`config.mk`:
```
export PLATFORM = sky130hd
export DESIGN_NAME = rupp_top
export DESIGN_NICKNAME = d
export VERILOG_FILES = /design/src/rupp_pkg.sv /design/src/rupp_check.sv /design/src/rupp_top.sv
export SDC_FILE = /design/constraint.sdc
export NUM_CORES = 1
export LEC_CHECK = 0
export ABC_CLOCK_PERIOD_IN_PS = 1800
export CAP_MARGIN = 5
export CORE_MARGIN = 2
export CORE_UTILIZATION = 25
export CTS_CLUSTER_SIZE = 28
export DETAILED_ROUTE_END_ITERATION = 12
export DONT_BUFFER_PORTS = 1
export PLACE_DENSITY = 0.36
export SYNTH_ARGS = -nofsm -noshare
export SYNTH_HDL_FRONTEND = slang
export SYNTH_SLANG_ARGS = --single-unit
```
`constraint.sdc`:
```
create_clock -name clock -period 1.8 [get_ports clock]
set_clock_uncertainty 0.1 [all_clocks]
set_input_delay 0.45 -clock clock [delete_from_list [all_inputs] [get_ports clock]]
set_output_delay 0.45 -clock clock [all_outputs]
set_load 0.01 [all_outputs]
```
`src/rupp_pkg.sv`:
```
// package for the ram user program partition register block
`default_nettype none

package rupp_pkg;

    // ------------------------------------------------------------
    // register map
    // ------------------------------------------------------------
    localparam logic [7:0]  RUPP_ADDR_PROGRAM_BASE = 8'h00;  // ram_user_program_base
    localparam logic [7:0]  RUPP_ADDR_DATA_BASE    = 8'h04;  // ram_user_data_base (input copy)
    localparam logic [7:0]  RUPP_ADDR_SIZE_VALUE   = 8'h08;  // ram_size_value (input copy)
    localparam logic [7:0]  RUPP_ADDR_STATUS       = 8'h0c;  // partition check status

    // ------------------------------------------------------------
    // field layout
    // ------------------------------------------------------------
    localparam int          RUPP_BASE_MSB   = 15;
    localparam int          RUPP_BASE_LSB   = 10;
    localparam int          RUPP_BASE_WIDTH = RUPP_BASE_MSB - RUPP_BASE_LSB + 1;
    localparam int          RUPP_IMPL_WIDTH = 16;
    localparam logic [RUPP_BASE_WIDTH-1:0] RUPP_BASE_RESET = 6'h00;
    localparam logic [31:0] RUPP_READ_UNMAPPED = 32'h0000_0000;

    // status bit positions
    localparam int          RUPP_STAT_ENABLED  = 0;
    localparam int          RUPP_STAT_ABOVE_DB = 1;
    localparam int          RUPP_STAT_IN_SIZE  = 2;
    localparam int          RUPP_STAT_VALID    = 3;

    // ------------------------------------------------------------
    // bus request carrier
    // ------------------------------------------------------------
    typedef struct packed {
        logic [7:0]  addr;
        logic [31:0] wdata;
        logic        wr;
        logic        rd;
    } rupp_req_type;

    // partition check results
    typedef struct packed {
        logic enabled;
        logic above_data_base;
        logic within_size;
        logic valid;
    } rupp_check_type;

endpackage : rupp_pkg

`default_nettype wire

```
`src/rupp_check.sv`:
```
// partition boundary checker for the user program base
`default_nettype none

module rupp_check
    import rupp_pkg::*;
(
    // values compared
    input  wire logic [RUPP_IMPL_WIDTH-1:0] program_base,
    input  wire logic [RUPP_IMPL_WIDTH-1:0] data_base,
    input  wire logic [RUPP_IMPL_WIDTH-1:0] size_value,
    // result
    output var rupp_check_type        result
);

    // compare against companion partition values
    always_comb begin
        result.enabled         = (program_base != '0);
        result.above_data_base = (program_base > data_base);
        result.within_size     = (program_base <= size_value);
        result.valid           = (program_base != '0) & (program_base > data_base)
                                 & (program_base <= size_value);
    end

endmodule : rupp_check

`default_nettype wire

```
`src/rupp_top.sv`:
```
// ram user program base register with read port and partition outputs
// register map, byte offsets on the register port
// 0x00 user program base, bits 15-10 writable, rest read zero
// 0x04 read-only echo of ram_user_data_base
// 0x08 read-only echo of ram_size_value
// 0x0c partition status flags
// all other offsets read zero and ignore writes
// the base is kept in 1 KB steps in six bits of state, beside the read data, enable and valid flops
//
// timing
// a write lands on the edge that samples reg_wr; the base and
// user_program_enabled change together on that edge
// partition_valid follows one edge later, from the registered check
// reg_rdata stands for the one cycle after reg_rd, zero otherwise
//
// partition order against the companion values is a software duty;
// the block reports it in the status word and on partition_valid
// and never refuses a write that breaks it
//
// Implementation choices: the plain strobed port and the address map.
`default_nettype none

module rupp_top
    import rupp_pkg::*;
(
    // clock and reset
    input  wire logic                       clock,
    input  wire logic                       rst,
    // register port
    input  wire logic [7:0]                 reg_addr,
    input  wire logic [31:0]                reg_wdata,
    input  wire logic                       reg_wr,
    input  wire logic                       reg_rd,
    output logic      [31:0]                reg_rdata,
    // companion partition values
    input  wire logic [RUPP_IMPL_WIDTH-1:0] ram_user_data_base,
    input  wire logic [RUPP_IMPL_WIDTH-1:0] ram_size_value,
    // partition outputs
    output logic      [RUPP_IMPL_WIDTH-1:0] ram_user_program_base,
    output logic                            user_program_enabled,
    output logic                            partition_valid
);

    // ------------------------------------------------------------
    // request bundle
    // ------------------------------------------------------------
    // bundle the port signals once so decode reads one carrier
    rupp_req_type req;

    assign req = '{addr: reg_addr, wdata: reg_wdata, wr: reg_wr, rd: reg_rd};

    // ------------------------------------------------------------
    // address decode
    // ------------------------------------------------------------
    logic                       base_wr;  // write aimed at the base register
    logic [RUPP_BASE_WIDTH-1:0] wr_field; // writable slice of the write data

    // true when a request names the given register offset
    function automatic logic addr_hit(
        input rupp_req_type r,
        input logic [7:0]   a
    );
        return (r.addr == a);
    endfunction : addr_hit

    // only the program base offset takes writes
    assign base_wr  = req.wr && addr_hit(req, RUPP_ADDR_PROGRAM_BASE);
    // bits outside 15-10 never reach the register
    assign wr_field = req.wdata[RUPP_BASE_MSB:RUPP_BASE_LSB];

    // ------------------------------------------------------------
    // word builders
    // ------------------------------------------------------------
    // form a full 32-bit view of the implemented base
    function automatic logic [31:0] base_word(input logic [RUPP_BASE_WIDTH-1:0] b);
        logic [31:0] w;
        w = '0;
        w[RUPP_BASE_MSB:RUPP_BASE_LSB] = b;
        return w;
    endfunction : base_word

    // widen a companion value, the unimplemented upper half reads zero
    function automatic logic [31:0] echo_word(input logic [RUPP_IMPL_WIDTH-1:0] v);
        logic [31:0] w;
        w = '0;
        w[RUPP_IMPL_WIDTH-1:0] = v;
        return w;
    endfunction : echo_word

    // pack the check flags into the low bits of the status word
    function automatic logic [31:0] status_word(input rupp_check_type c);
        logic [31:0] w;
        w = '0;
        w[RUPP_STAT_ENABLED]  = c.enabled;
        w[RUPP_STAT_ABOVE_DB] = c.above_data_base;
        w[RUPP_STAT_IN_SIZE]  = c.within_size;
        w[RUPP_STAT_VALID]    = c.valid;
        return w;
    endfunction : status_word

    // ------------------------------------------------------------
    // base register
    // ------------------------------------------------------------
    // six writable bits hold the base; read data, enable and valid have flops of their own
    logic [RUPP_BASE_WIDTH-1:0] base_q;
    logic [RUPP_BASE_WIDTH-1:0] base_d;

    // write takes only bits 15-10
    always_comb begin
        base_d = base_q;
        // hold unless a base write is taken
        if (base_wr) begin
            base_d = wr_field;
        end
    end

    // register the base
    // the clear also hands all RAM back to kernel data
    always_ff @(posedge clock or posedge rst) begin
        if (rst) begin
            base_q <= RUPP_BASE_RESET;
        end else begin
            base_q <= base_d;
        end
    end

    // ------------------------------------------------------------
    // partition check
    // ------------------------------------------------------------
    logic [31:0]    base_full;
    rupp_check_type chk;

    // software view of the base, low ten bits forced to zero
    assign base_full = base_word(base_q);

    // compare the live base against the companion values
    rupp_check u_check (
        .program_base (base_full[RUPP_IMPL_WIDTH-1:0]),
        .data_base    (ram_user_data_base),
        .size_value   (ram_size_value),
        .result       (chk)
    );

    // ------------------------------------------------------------
    // read data
    // ------------------------------------------------------------
    // read data register and its next value
    logic [31:0] rdata_q;
    logic [31:0] rdata_d;
    // candidate read words, one per mapped register
    logic [31:0] word_base;
    logic [31:0] word_dbase;
    logic [31:0] word_size;
    logic [31:0] word_status;

    // build each word once, picked below by the read offset
    assign word_base   = base_full;
    assign word_dbase  = echo_word(ram_user_data_base);
    assign word_size   = echo_word(ram_size_value);
    assign word_status = status_word(chk);

    // select read word, unmapped reads zero
    // idle cycles give zero so a stale word never looks like an answer
    always_comb begin
        rdata_d = '0;
        if (req.rd) begin
            case (req.addr)
                RUPP_ADDR_PROGRAM_BASE: rdata_d = word_base;
                RUPP_ADDR_DATA_BASE:    rdata_d = word_dbase;
                RUPP_ADDR_SIZE_VALUE:   rdata_d = word_size;
                RUPP_ADDR_STATUS:       rdata_d = word_status;
                default:                rdata_d = RUPP_READ_UNMAPPED;
            endcase
        end
    end

    // register read data for one cycle
    always_ff @(posedge clock or posedge rst) begin
        if (rst) begin
            rdata_q <= '0;
        end else begin
            rdata_q <= rdata_d;
        end
    end

    // ------------------------------------------------------------
    // outputs
    // ------------------------------------------------------------
    // registered copies of the partition state
    logic en_q;
    logic en_d;
    logic valid_q;
    logic valid_d;

    // base zero means all RAM to kernel data
    // taken from base_d so the flag moves on the same edge as the base
    always_comb begin
        en_d    = (base_d != RUPP_BASE_RESET);
        valid_d = chk.valid;
    end

    // register the partition outputs
    always_ff @(posedge clock or posedge rst) begin
        if (rst) begin
            en_q    <= 1'b0;
            valid_q <= 1'b0;
        end else begin
            en_q    <= en_d;
            valid_q <= valid_d;
        end
    end

    // every data output comes straight from a flop
    assign reg_rdata             = rdata_q;
    assign ram_user_program_base = base_full[RUPP_IMPL_WIDTH-1:0];
    assign user_program_enabled  = en_q;
    assign partition_valid       = valid_q;

endmodule : rupp_top

`default_nettype wire

```
* After elaboration in Yosys (flattened, before gate mapping)
Index checks and enable logic that the tools add are counted.
** Storage, ports and cells
- Register bits :: 40
- Output and inout port bits :: 50
** Cells by class
- Magnitude comparators :: 2
- Equal/unequal tests :: 3
- Muxes and demuxes :: 3
- Bitwise logic cells :: 2
- Reductions and logical operators :: 4
** Operators by type and width (number)
- 16-bit one-hot mux with 4 select lines :: 1
- 8-bit by 4-bit equality test with 1-bit output, second input constant :: 2
- 16-bit > comparator :: 1
- 16-bit <= comparator :: 1
- 16-bit 2-to-1 mux :: 1
- 16-bit nonzero test :: 1
- 8-bit by 3-bit equality test with 1-bit output, second input constant :: 1
- 8-bit zero test :: 1
- 6-bit 2-to-1 mux :: 1
- 6-bit nonzero test :: 1
- 1-bit bitwise AND :: 2
- 1-bit logical AND :: 1

* Longest topological paths before layout
Gate-level depths: netlist of the first run.
- Depth after elaboration :: 5
- Mapped depth :: 6
- Mapped depth without buffers :: 6

* Modules after synthesis
A second synthesis of the first run with hierarchy kept.
** Unflattened totals
- Cells, all modules :: 241
- Area total of the unflattened synthesis :: 2154.6 um^2
** By module, submodules not included
- rupp_top :: times used 1, cells each 123, area an instance 1296.2 um^2
- rupp_check :: times used 1, cells each 118, area an instance 858.3 um^2

* Worst setup path before layout of the first run
OpenSTA, ideal clock, no wires.
- Path kind :: in2reg
- From :: input ram_size_value[11]
- To :: register rdata_q[2] (netlist: reg_rdata[2])
- Setup time :: 0.083 ns
- Data arrival time :: 1.472 ns
- Required time :: 1.617 ns
- Setup slack :: 0.146 ns
- Cell stages on the path :: 6
- Buffers on the path :: 0
- Path through :: inv_1 -> ha_1 -> nor4bb_1 -> nand4b_1 -> a211o_1 -> o21ai_0
** Between the ends
- Word-level cells in the longest chain between the ends :: 3
** RTL lines
- start, declared :: line rupp_top.sv:37 : input wire logic [RUPP_IMPL_WIDTH-1:0] ram_size_value,
- 16-bit <= comparator :: line rupp_check.sv:19 : result.within_size = (program_base <= size_value);
- 16-bit one-hot mux with 4 select lines :: line rupp_top.sv:167 : case (req.addr)
- 16-bit 2-to-1 mux :: line rupp_top.sv:166 : if (req.rd) begin
- net rdata_d[2] :: line rupp_top.sv:149 : logic [31:0] rdata_d;
- end signal, assigned :: line rupp_top.sv:182 : rdata_q <= rdata_d;
- end, declared :: line rupp_top.sv:148 : logic [31:0] rdata_q;
The timed path passes the listed nets, and every way through them passes these cells.

* Worst setup path after layout of the first run
- From :: register base_q[0]
- To :: register rdata_q[1] (netlist: reg_rdata[1])
** Between the ends
- Word-level cells in the longest chain between the ends :: 3
** RTL lines
- start, declared :: line rupp_top.sv:105 : logic [RUPP_BASE_WIDTH-1:0] base_q;
- start signal, assigned :: line rupp_top.sv:123 : base_q <= base_d;
- 16-bit > comparator :: line rupp_check.sv:18 : result.above_data_base = (program_base > data_base);
- 16-bit one-hot mux with 4 select lines :: line rupp_top.sv:167
- 16-bit 2-to-1 mux :: line rupp_top.sv:166
- net rdata_d[1] :: line rupp_top.sv:149
The timed path passes the listed nets, and every way through them passes these cells.

==> flow_summary_export.csv, run 1 <==
group,metric,value,unit
yosys,syn_area,1630,um2
die,io_pins,126,
cts,clock_latency,0.27,ns
power,swShare,26.8,%
timing,slew_viol_final,0,
die,fp-row-count,29,
timing,tightest_slew,1.04,ns
finish,fillerInstances,689,
yosys,ys.flop_type,"dfrtp_1",
die,start_util,25.8,%
timing,fmax,0.578,GHz
timing,min_period,1.73,ns
yosys,syn_avg_cell_area,9.41,um2
detailed_routing,first_pass_iters,4,
power,switchingPower,303,uW
power,ir_drop,0.000265,V
place,dp_cells,252,
place,placement.io_buffers,0,
detailed_routing,drc_errors,0,
detailed_routing,dr_total_vias,1193,
grt,first_global_vias,1295,
critical_path,cp.arrival,1.78,ns
cts,root_buffer,"clkbuf_8",
power,p_leak,0.000868,uW
power,intPower,826,uW
timing,max_slew_margin,30.5,%
die,die_h,84.7,um
die,dieArea,7170,um2
place,place_congestion,0.746,
finish,fin_cells,257,
detailed_routing,wl_met3,509,um
critical_path,end_kind,"flip-flop",
grt,grt_util_all_layers,12.3,%
detailed_routing,wl_met1,1790,um
yosys,ys_ff_latch,24,
detailed_routing,top_layer,"met4",
cts,cts_buffers,3,
critical_path,path_class,"reg -> reg",
detailed_routing,vias_per_cell,4.64,
place,placed_cell_area,1670,um2
critical_path,cpLargestDelayFamily,"simple AND/OR/NAND/NOR gates",
finish,area_growth,7.92,%
timing,rsz0062_at_grt,"false",
cts,clock-sinks,24,
detailed_routing,route.met2.wl,2010,um
cts,post_cts_buffers,0,
grt,grt-ovfl-total,0,
cts,htreeDepth,1,
detailed_routing,wire_per_inst,16.8,um
yosys,yosysSeqAreaShare,36.9,%
timing,hold_slack,0.224,ns
power,p_comb_share,17.1,%
finish,num-nets-final,269,
critical_path,path_max_fanout,4,
critical_path,slowest_stage,"dfrtp_2",
status,status,"finished clean",
critical_path,path_buf_inv,0,
power,p_seq_share,50.0,%
detailed_routing,drt-initial-drc-count,49,
power,clockPowerShare,32.8,%
power,power_density,643,nW/um2
worst_hold_path,hp-class,"in -> reg",
grt,grt_first_pass_wirelength,6850,um
detailed_routing,routed_wl,4330,um
yosys,synthTopCellsByArea,"dfrtp_1 37%, buf_4 12%, ha_1 9.2%, nor2_1 6.0%, a22oi_1 4.6%",
yosys,yosysMostFrequentCell,"buf_4",
yosys,netlist-cell-type-count,31,
cts,cts_tree,"yes",
yosys,synth_common_cells,"27 x buf_4, 26 x nor2_1, 24 x dfrtp_1, 13 x a21oi_1, 13 x inv_1",
detailed_routing,drtAntennaViolNets,0,
die,die_w,84.7,um
place,dp_hpwl,3760,um
timing,hold_viol,0,
yosys,synth-async-reset-ratio,100,%
timing,setup_viol,0,
yosys,yosysTopAreaCellShare,36.9,%
grt,grt_start_max_net_pins,16,
finish,fin_area,1760,um2
cts,path_clk_slew,0.09,ns
job,max_cap_violations,0,
critical_path,slowest_delay,0.45,ns
timing,finalCritPeriodShare,96.0,%
cts,clock_path_buffers,2,
grt,antenna_found_initial,0,
finish,drive_above_1_share,13.3,%
yosys,syn_inst,173,
yosys,yosys_warnings,0,
critical_path,path_cells,"ha_1 -> nor4b_1 -> nand4b_1 -> nand4bb_1 -> o21ai_0",
finish,antenna_cells,0,
die,core_area,6310,um2
yosys,yosysTopAreaCell,"dfrtp_1",
critical_path,worst_setup_path_start_kind,"flip-flop",
yosys,synth-edff-count,0,
critical_path,required,1.85,ns
## path summary, 6_finish.rpt
check | cells past startpoint | slack, ns | startpoint | to
max | 5 | 0.07 | base_q[0]$_DFF_PP0_ | reg_rdata[1]$_DFF_PP0_
min | 1 | 0.22 | reg_wdata[15] | base_q[5]$_DFF_PP0_
max reg2reg | 5 | 0.07 | base_q[0]$_DFF_PP0_ | reg_rdata[1]$_DFF_PP0_
min reg2reg | 2 | 0.64 | base_q[0]$_DFF_PP0_ | base_q[0]$_DFF_PP0_
max in group asynchronous | 3 | 0.62 | rst | base_q[0]$_DFF_PP0_
min in group asynchronous | 2 | 0.53 | rst | reg_rdata[6]$_DFF_PP0_
## metal layers
| metal | vias to the layer above | GRT usage [%] |
|---|---|---|
| met2 | 69 | 19.8 |
| met1 | 550 | 15.3 |
| met4 | 0 | 2.16 |
| met5 | - | 0 |
| met3 | 2 | 5.60 |
| li1 | 572 | - |
## kinds of logic (layout without fill, tap and decap cells)
| family | Yosys count | after routing | share of synthesized area, % |
|---|---|---|---|
| and+or+nand+nor | 49 | 49 | 17.0 |
| buffers and inverters | 44 | 26 | 16.6 |
| AOI/OAI and AO/OA | 31 | 31 | 12.2 |
| DFF | 24 | 24 | 36.9 |
| adders and majority gates | 12 | 12 | 9.22 |
| muxes | 12 | 12 | 7.84 |
| other | 1 | 26 | 0.230 |
## placed cells by master, fill, tap and decap left out, types with 6 or more instances in the layout
master,instances
mux2i_1,6
dfrtp_1,23
ha_1,12
a21oi_1,13
mux2_2,6
nor2_1,26
buf_4,7
inv_1,13
a22oi_1,10
conb_1,26
## sequential cells by signal, summed over array words and instances, names as in the netlist
register              cells
user_program_enabled      1
base_q                    6
reg_rdata                16
partition_valid           1
## area by class of cell
class / instances / area [um2] / share of cell area (%)
clock buffers: 4 / 55.1 / 3.13
multi-input cells: 130 / 872 / 49.6
well taps: 77 / 96.3 / 5.48
inverters: 13 / 48.8 / 2.78
repair buffers: 9 / 82.6 / 4.70
flip-flops and latches: 24 / 602 / 34.3
## what timing repair did
item,4_1_cts,5_1_grt
setup endpoints to repair,0,4
hold endpoints to repair,11,0
hold buffers,1,0
resized for setup,0,4
## power by group through the flow
stage,clock [uW],combinational (uW),sequential [uW]
after global routing,407,219,567
after floorplan,0,184,578
after detailed placement,0,188,575
after global placement,0,185,575
final,370,193,565
after CTS,392,190,565
## stage by stage
stage	TNS (ns)	setup WS, ns	total power, uW	utilization [%]
after floorplan	0	0.146	762	-
after global placement	-0.137	-0.0518	761	26.4
after detailed placement	-0.189	-0.0742	764	26.4
after CTS	0	0.0262	1150	27.5
after global routing	0	0.0139	1190	27.8
final	0	0.0714	1130	27.8
Power figures use the tool's default switching activity.
==> inputs of run 2 (changes only) <==
ABC_CLOCK_PERIOD_IN_PS = 1720   (was 1800)
clock period = 1.72 ns   (was 1.8 ns; I/O delays follow)
==> flow_summary_export.csv, run 2 (synthesis gave the netlist of run 1 again) <==
group,metric,value,unit
status,status,"finished clean",
job,max_cap_violations,0,
cts,htreeDepth,1,
critical_path,path_class,"reg -> reg",
timing,tightest_slew,1.08,ns
timing,hold_slack,0.209,ns
cts,root_buffer,"clkbuf_8",
worst_hold_path,min-delay-start,"reg_wdata[14]",
timing,fmax,0.592,GHz
power,design_power_total,1300,uW
critical_path,worst-r2r-setup-slack,0.03,ns
die,die_w,84.7,um
finish,antenna_cells,0,
cts,cts_tree,"yes",
critical_path,path_buf_inv,0,
critical_path,slowest_delay,0.46,ns
grt,antenna_found_initial,0,
finish,drive_above_1_share,15.5,%
critical_path,crit_end,"reg_rdata[2]$_DFF_PP0_",
grt,grt-ovfl-total,0,
critical_path,end_kind,"flip-flop",
cts,cts_buffers,3,
finish,num-nets-final,270,
timing,finalCritPeriodShare,98.1,%
finish,largest_reg_flops,16,
timing,rsz0062_at_grt,"true",
die,core_area,6310,um2
die,start_util,25.8,%
critical_path,cp.arrival,1.78,ns
die,io_pins,126,
critical_path,worst_setup_path_start_kind,"flip-flop",
timing,max_slew_margin,27.9,%
cts,clock-sinks,24,
grt,grt_start_max_net_pins,16,
detailed_routing,drc_errors,0,
place,place_congestion,0.761,
critical_path,worst_r2r_path_depth,5,
die,die_h,84.7,um
critical_path,cpLargestDelayFamily,"flip-flops",
finish,fillerInstances,690,
grt,grt_first_pass_wirelength,7000,um
worst_hold_path,hp-class,"in -> reg",
die,fp-row-count,29,
detailed_routing,dr_total_vias,1197,
power,ir_drop,0.000304,V
power,power_density,722,nW/um2
detailed_routing,vias_per_cell,4.64,
detailed_routing,routed_wl,4400,um
finish,register_area,602,um2
detailed_routing,first_pass_iters,4,
cts,path_clk_slew,0.09,ns
critical_path,r2r-start,"base_q[0]$_DFF_PP0_",
critical_path,path_cells,"ha_4 -> nor4bb_4 -> nand4b_1 -> a211o_1 -> o21ai_1",
finish,multiInputGateArea,897,um2
timing,setup_viol,0,
critical_path,path_max_fanout,4,
detailed_routing,drtAntennaViolNets,0,
critical_path,cp_num_cells,5,
critical_path,worstSetupStartpoint,"base_q[0]$_DFF_PP0_",
critical_path,r2r_end,"reg_rdata[2]$_DFF_PP0_",
timing,min_period,1.69,ns
timing,slew_viol_final,0,
place,placement.io_buffers,0,
grt,grt_util_all_layers,12.4,%
finish,final_cell_mix,"26 x nor2_1, 26 x conb_1, 23 x dfrtp_1",
die,dieArea,7170,um2
timing,hold_viol,0,
detailed_routing,wire_per_inst,17.1,um
critical_path,slowest_stage,"dfrtp_2",
power,p_leak,0.000881,uW
detailed_routing,drt-initial-drc-count,35,
cts,clock_latency,0.27,ns
critical_path,required,1.81,ns
cts,clock_path_buffers,2,
place,dp_hpwl,3750,um
finish,area_growth,10.9,%
grt,first_global_vias,1275,
==> run 2: worst min-delay path by stage <==
stage	to	slack (ns)	cells past startpoint
after floorplan	base_q[0]$_DFF_PP0_	0.34	1
after global placement	reg_rdata[5]$_DFF_PP0_	0.25	1
after detailed placement	reg_rdata[6]$_DFF_PP0_	0.27	1
after CTS	base_q[4]$_DFF_PP0_	0.20	1
after global routing	base_q[4]$_DFF_PP0_	0.19	1
final	base_q[4]$_DFF_PP0_	0.21	1
==> run 2: metal layers <==
| layer | wire [um] | vias up | track usage, % | share of wire (%) |
|---|---|---|---|---|
| met5 | 0 | - | 0 | 0 |
| met4 | 22 | 0 | 2.31 | 0.50 |
| met3 | 490 | 2 | 5.80 | 11 |
| met2 | 2010 | 66 | 19.3 | 46 |
| met1 | 1880 | 556 | 16.0 | 43 |
| li1 | - | 573 | - | - |
==> run 2: final cells by class <==
type                            count  area share (%)
Multi-Input combinational cell    130            49.7
Sequential cell                    24            33.3
Tap cell                           77            5.34
Timing Repair Buffer               10            4.99
Inverter                           13            2.70
Clock buffer                        3            2.29
Clock inverter                      1            1.66
==> run 2: worst reg2reg max path, delay by kind of cell, from the launching register on <==
family                     cells  cell delay [ns]
AOI/OAI and AO/OA              2             0.37
and+or+nand+nor                2             0.41
adders and majority gates      1             0.27
DFF                            1             0.46
==> run 2: metrics by stage <==
stage	setup TNS [ns]	instances	setup WS, ns	util (%)	instance area, um2
6_report	0	258	0.0318	28.6	1810
5_1_grt	-0.0911	258	-0.0557	28.6	1810
4_1_cts	0	258	0.00199	28.0	1770
3_5_place_dp	-0.521	252	-0.127	26.4	1670
3_3_place_gp	-0.422	252	-0.110	26.4	1670
2_1_floorplan	0	198	0.0714	-	1720
==> run 2: repair_timing <==
action | CTS | global route
hold buffers | 1 | 0
setup buffers | 1 | 0
cloned | 0 | 0
setup endpoints to repair | 2 | 4
pin swaps | 2 | 5
resized for setup | 2 | 6
hold endpoints to repair | 11 | 0
==> run 2: report_power, final <==
part	total, uW	switching (uW)	leakage, uW	internal [uW]
Clock	503	192	0.0000357	311
Combinational	208	122	0.000514	86.0
Sequential	592	14.7	0.000331	577
Total	1300	329	0.000881	974
==> inputs of run 3 (changes only) <==
REMOVE_ABC_BUFFERS = 1   (was unset)
SYNTH_HIERARCHICAL = 1   (was unset)
==> flow_summary_export.csv, run 3 <==
group,metric,value,unit
status,status,"finished with violations",
status,violations,"negative setup slack",
detailed_routing,drt-initial-drc-count,16,
critical_path,end_kind,"flip-flop",
detailed_routing,first_pass_iters,4,
timing,rsz0062_at_grt,"true",
yosys,synth_common_cells,"32 x ha_1, 32 x inv_1, 27 x buf_4, 24 x dfrtp_1, 18 x a21oi_1",
critical_path,path_class,"reg -> reg",
finish,final_cell_mix,"55 x conb_1, 32 x inv_1, 29 x buf_4",
detailed_routing,wire_per_inst,15.0,um
yosys,yosysTopAreaCellShare,27.9,%
place,dp_hpwl,4710,um
die,dieArea,9380,um2
finish,drive_above_1_share,27.3,%
yosys,synth-edff-count,0,
timing,fmax,0.418,GHz
yosys,yosys_warnings,6,
worst_hold_path,hp-class,"in -> reg",
timing,finalCritPeriodShare,139,%
finish,fin_cells,405,
finish,final_common_cell,"conb_1",
finish,num-nets-final,409,
yosys,synthTopCellsByArea,"dfrtp_1 28%, ha_1 19%, buf_4 9.4%, inv_1 5.6%, mux2_2 5.2%",
cts,clock_latency,0.28,ns
power,power_density,550,nW/um2
finish,largest_reg_flops,16,
cts,root_buffer,"clkbuf_8",
cts,clock-sinks,24,
grt,grt_util_all_layers,13.0,%
timing,slew_viol_final,0,
job,max_cap_violations,0,
critical_path,r2r_end,"reg_rdata[3]$_DFF_PP0_",
grt,grt_first_pass_wirelength,9710,um
die,die_w,96.8,um
place,dp_cells,393,
detailed_routing,drtAntennaViolNets,0,
finish,fillerInstances,868,
yosys,syn_avg_cell_area,8.94,um2
critical_path,worst_r2r_path_depth,9,
place,place_congestion,0.743,
finish,final_core_util,33.9,%
timing,tightest_slew,0.936,ns
critical_path,worst-r2r-setup-slack,-0.67,ns
detailed_routing,vias_per_cell,4.26,
detailed_routing,routed_wl,6090,um
critical_path,path_max_fanout,3,
cts,cts_buffers,3,
yosys,synth-async-reset-ratio,100,%
die,io_pins,126,
yosys,syn_area,2150,um2
critical_path,required,1.79,ns
yosys,netlist-cell-type-count,38,
die,start_util,26.0,%
power,p_leak,0.00143,uW
power,design_power_total,1550,uW
die,fp-row-count,33,
critical_path,crit_end,"reg_rdata[3]$_DFF_PP0_",
critical_path,worstSetupStartpoint,"base_q[3]$_DFF_PP0_",
cts,cts_tree,"yes",
yosys,yosysSeqAreaShare,27.9,%
finish,register_area,607,um2
place,post-place-ws,-0.829,ns
timing,setup_viol,5,
finish,multiInputGateArea,1630,um2
yosys,ys_ff_latch,24,
yosys,yosysTopAreaCell,"dfrtp_1",
grt,antenna_found_initial,0,
timing,setup_slack,-0.671,ns
critical_path,worst_setup_path_start_kind,"flip-flop",
die,die_h,96.8,um
timing,hold_slack,0.164,ns
power,ir_drop,0.000255,V
grt,first_global_vias,1825,
timing,hold_viol,0,
die,core_area,8300,um2
cts,path_clk_slew,0.11,ns
grt,grt-ovfl-total,0,
detailed_routing,dr_total_vias,1727,
timing,min_period,2.39,ns
grt,grt_start_max_net_pins,25,
cts,clock_path_buffers,2,
cts,htreeDepth,1,
critical_path,cp.arrival,2.46,ns
yosys,ys.flop_type,"dfrtp_1",
yosys,syn_inst,241,
timing,max_slew_margin,37.5,%
critical_path,r2r-start,"base_q[3]$_DFF_PP0_",
finish,area_growth,30.5,%
finish,antenna_cells,0,
detailed_routing,drc_errors,0,
place,placement.io_buffers,0,
[run 3: layout make-up]
cell class,instances,share of cell area (%)
clock buffers,3,1.47
clock inverters,1,1.07
inverters,32,4.27
multi-input cells,208,58.0
flip-flops and latches,24,21.6
well taps,105,4.67
repair buffers,32,8.90
[run 3: per-layer routing]
layer | wire, um | GRT usage, %
met5 | 0 | 0
met1 | 2600 | 15.6
met4 | 42 | 2.93
met2 | 3030 | 22.8
met3 | 418 | 3.76
[run 3: metrics by stage]
stage | setup TNS [ns] | instance area [um2]
after floorplan | -2.06 | 2140
after global placement | -2.68 | 2450
after detailed placement | -2.85 | 2450
after CTS | -2.56 | 2720
after global routing | -2.99 | 2810
final | -2.43 | 2810
[run 3: worst min-delay path by stage]
stage / slack (ns) / from / depth (start not counted) / to
after floorplan: 0.34 / rst / 1 / base_q[0]$_DFF_PP0_
after global placement: 0.32 / rst / 2 / reg_rdata[11]$_DFF_PP0_
after detailed placement: 0.31 / rst / 2 / reg_rdata[11]$_DFF_PP0_
after CTS: 0.16 / ram_user_data_base[13] / 2 / reg_rdata[13]$_DFF_PP0_
after global routing: 0.16 / ram_user_data_base[11] / 2 / reg_rdata[11]$_DFF_PP0_
final: 0.16 / ram_user_data_base[11] / 2 / reg_rdata[11]$_DFF_PP0_
[run 3: kinds of logic (layout without fill, tap and decap cells)]
group	Yosys count	in the layout	synth area share, %
buf+inv	63	68	15.7
flops	24	24	27.9
compound gates	40	40	11.8
fa+ha+maj	32	32	18.6
other cells	1	55	0.174
simple gates	64	64	17.4
mux	17	17	8.48
[run 3: power by group]
part           internal (uW)  total [uW]  leakage (uW)  switching, uW
logic                    198         410       0.00107            212
clock network            312         538     0.0000357            226
registers                579         598      0.000325           19.3
[run 3: timing repair]
action / in CTS / in global routing
resized for setup: 18 / 15
hold buffers: 1 / 0
endpoints found under the setup margin: 5 / 6
buffers inserted: 5 / 2
pin swaps: 10 / 9
hold endpoints to repair: 14 / 0
[run 3: critical path, cell delays in order, from the launching register on]
cell	delay (ns)
dfrtp_1	0.44
ha_1	0.33
nand3_1	0.08
nand2_1	0.07
a221o_1	0.35
o31a_1	0.29
and3_4	0.17
mux2_4	0.26
a22oi_2	0.12
nor2_1	0.07
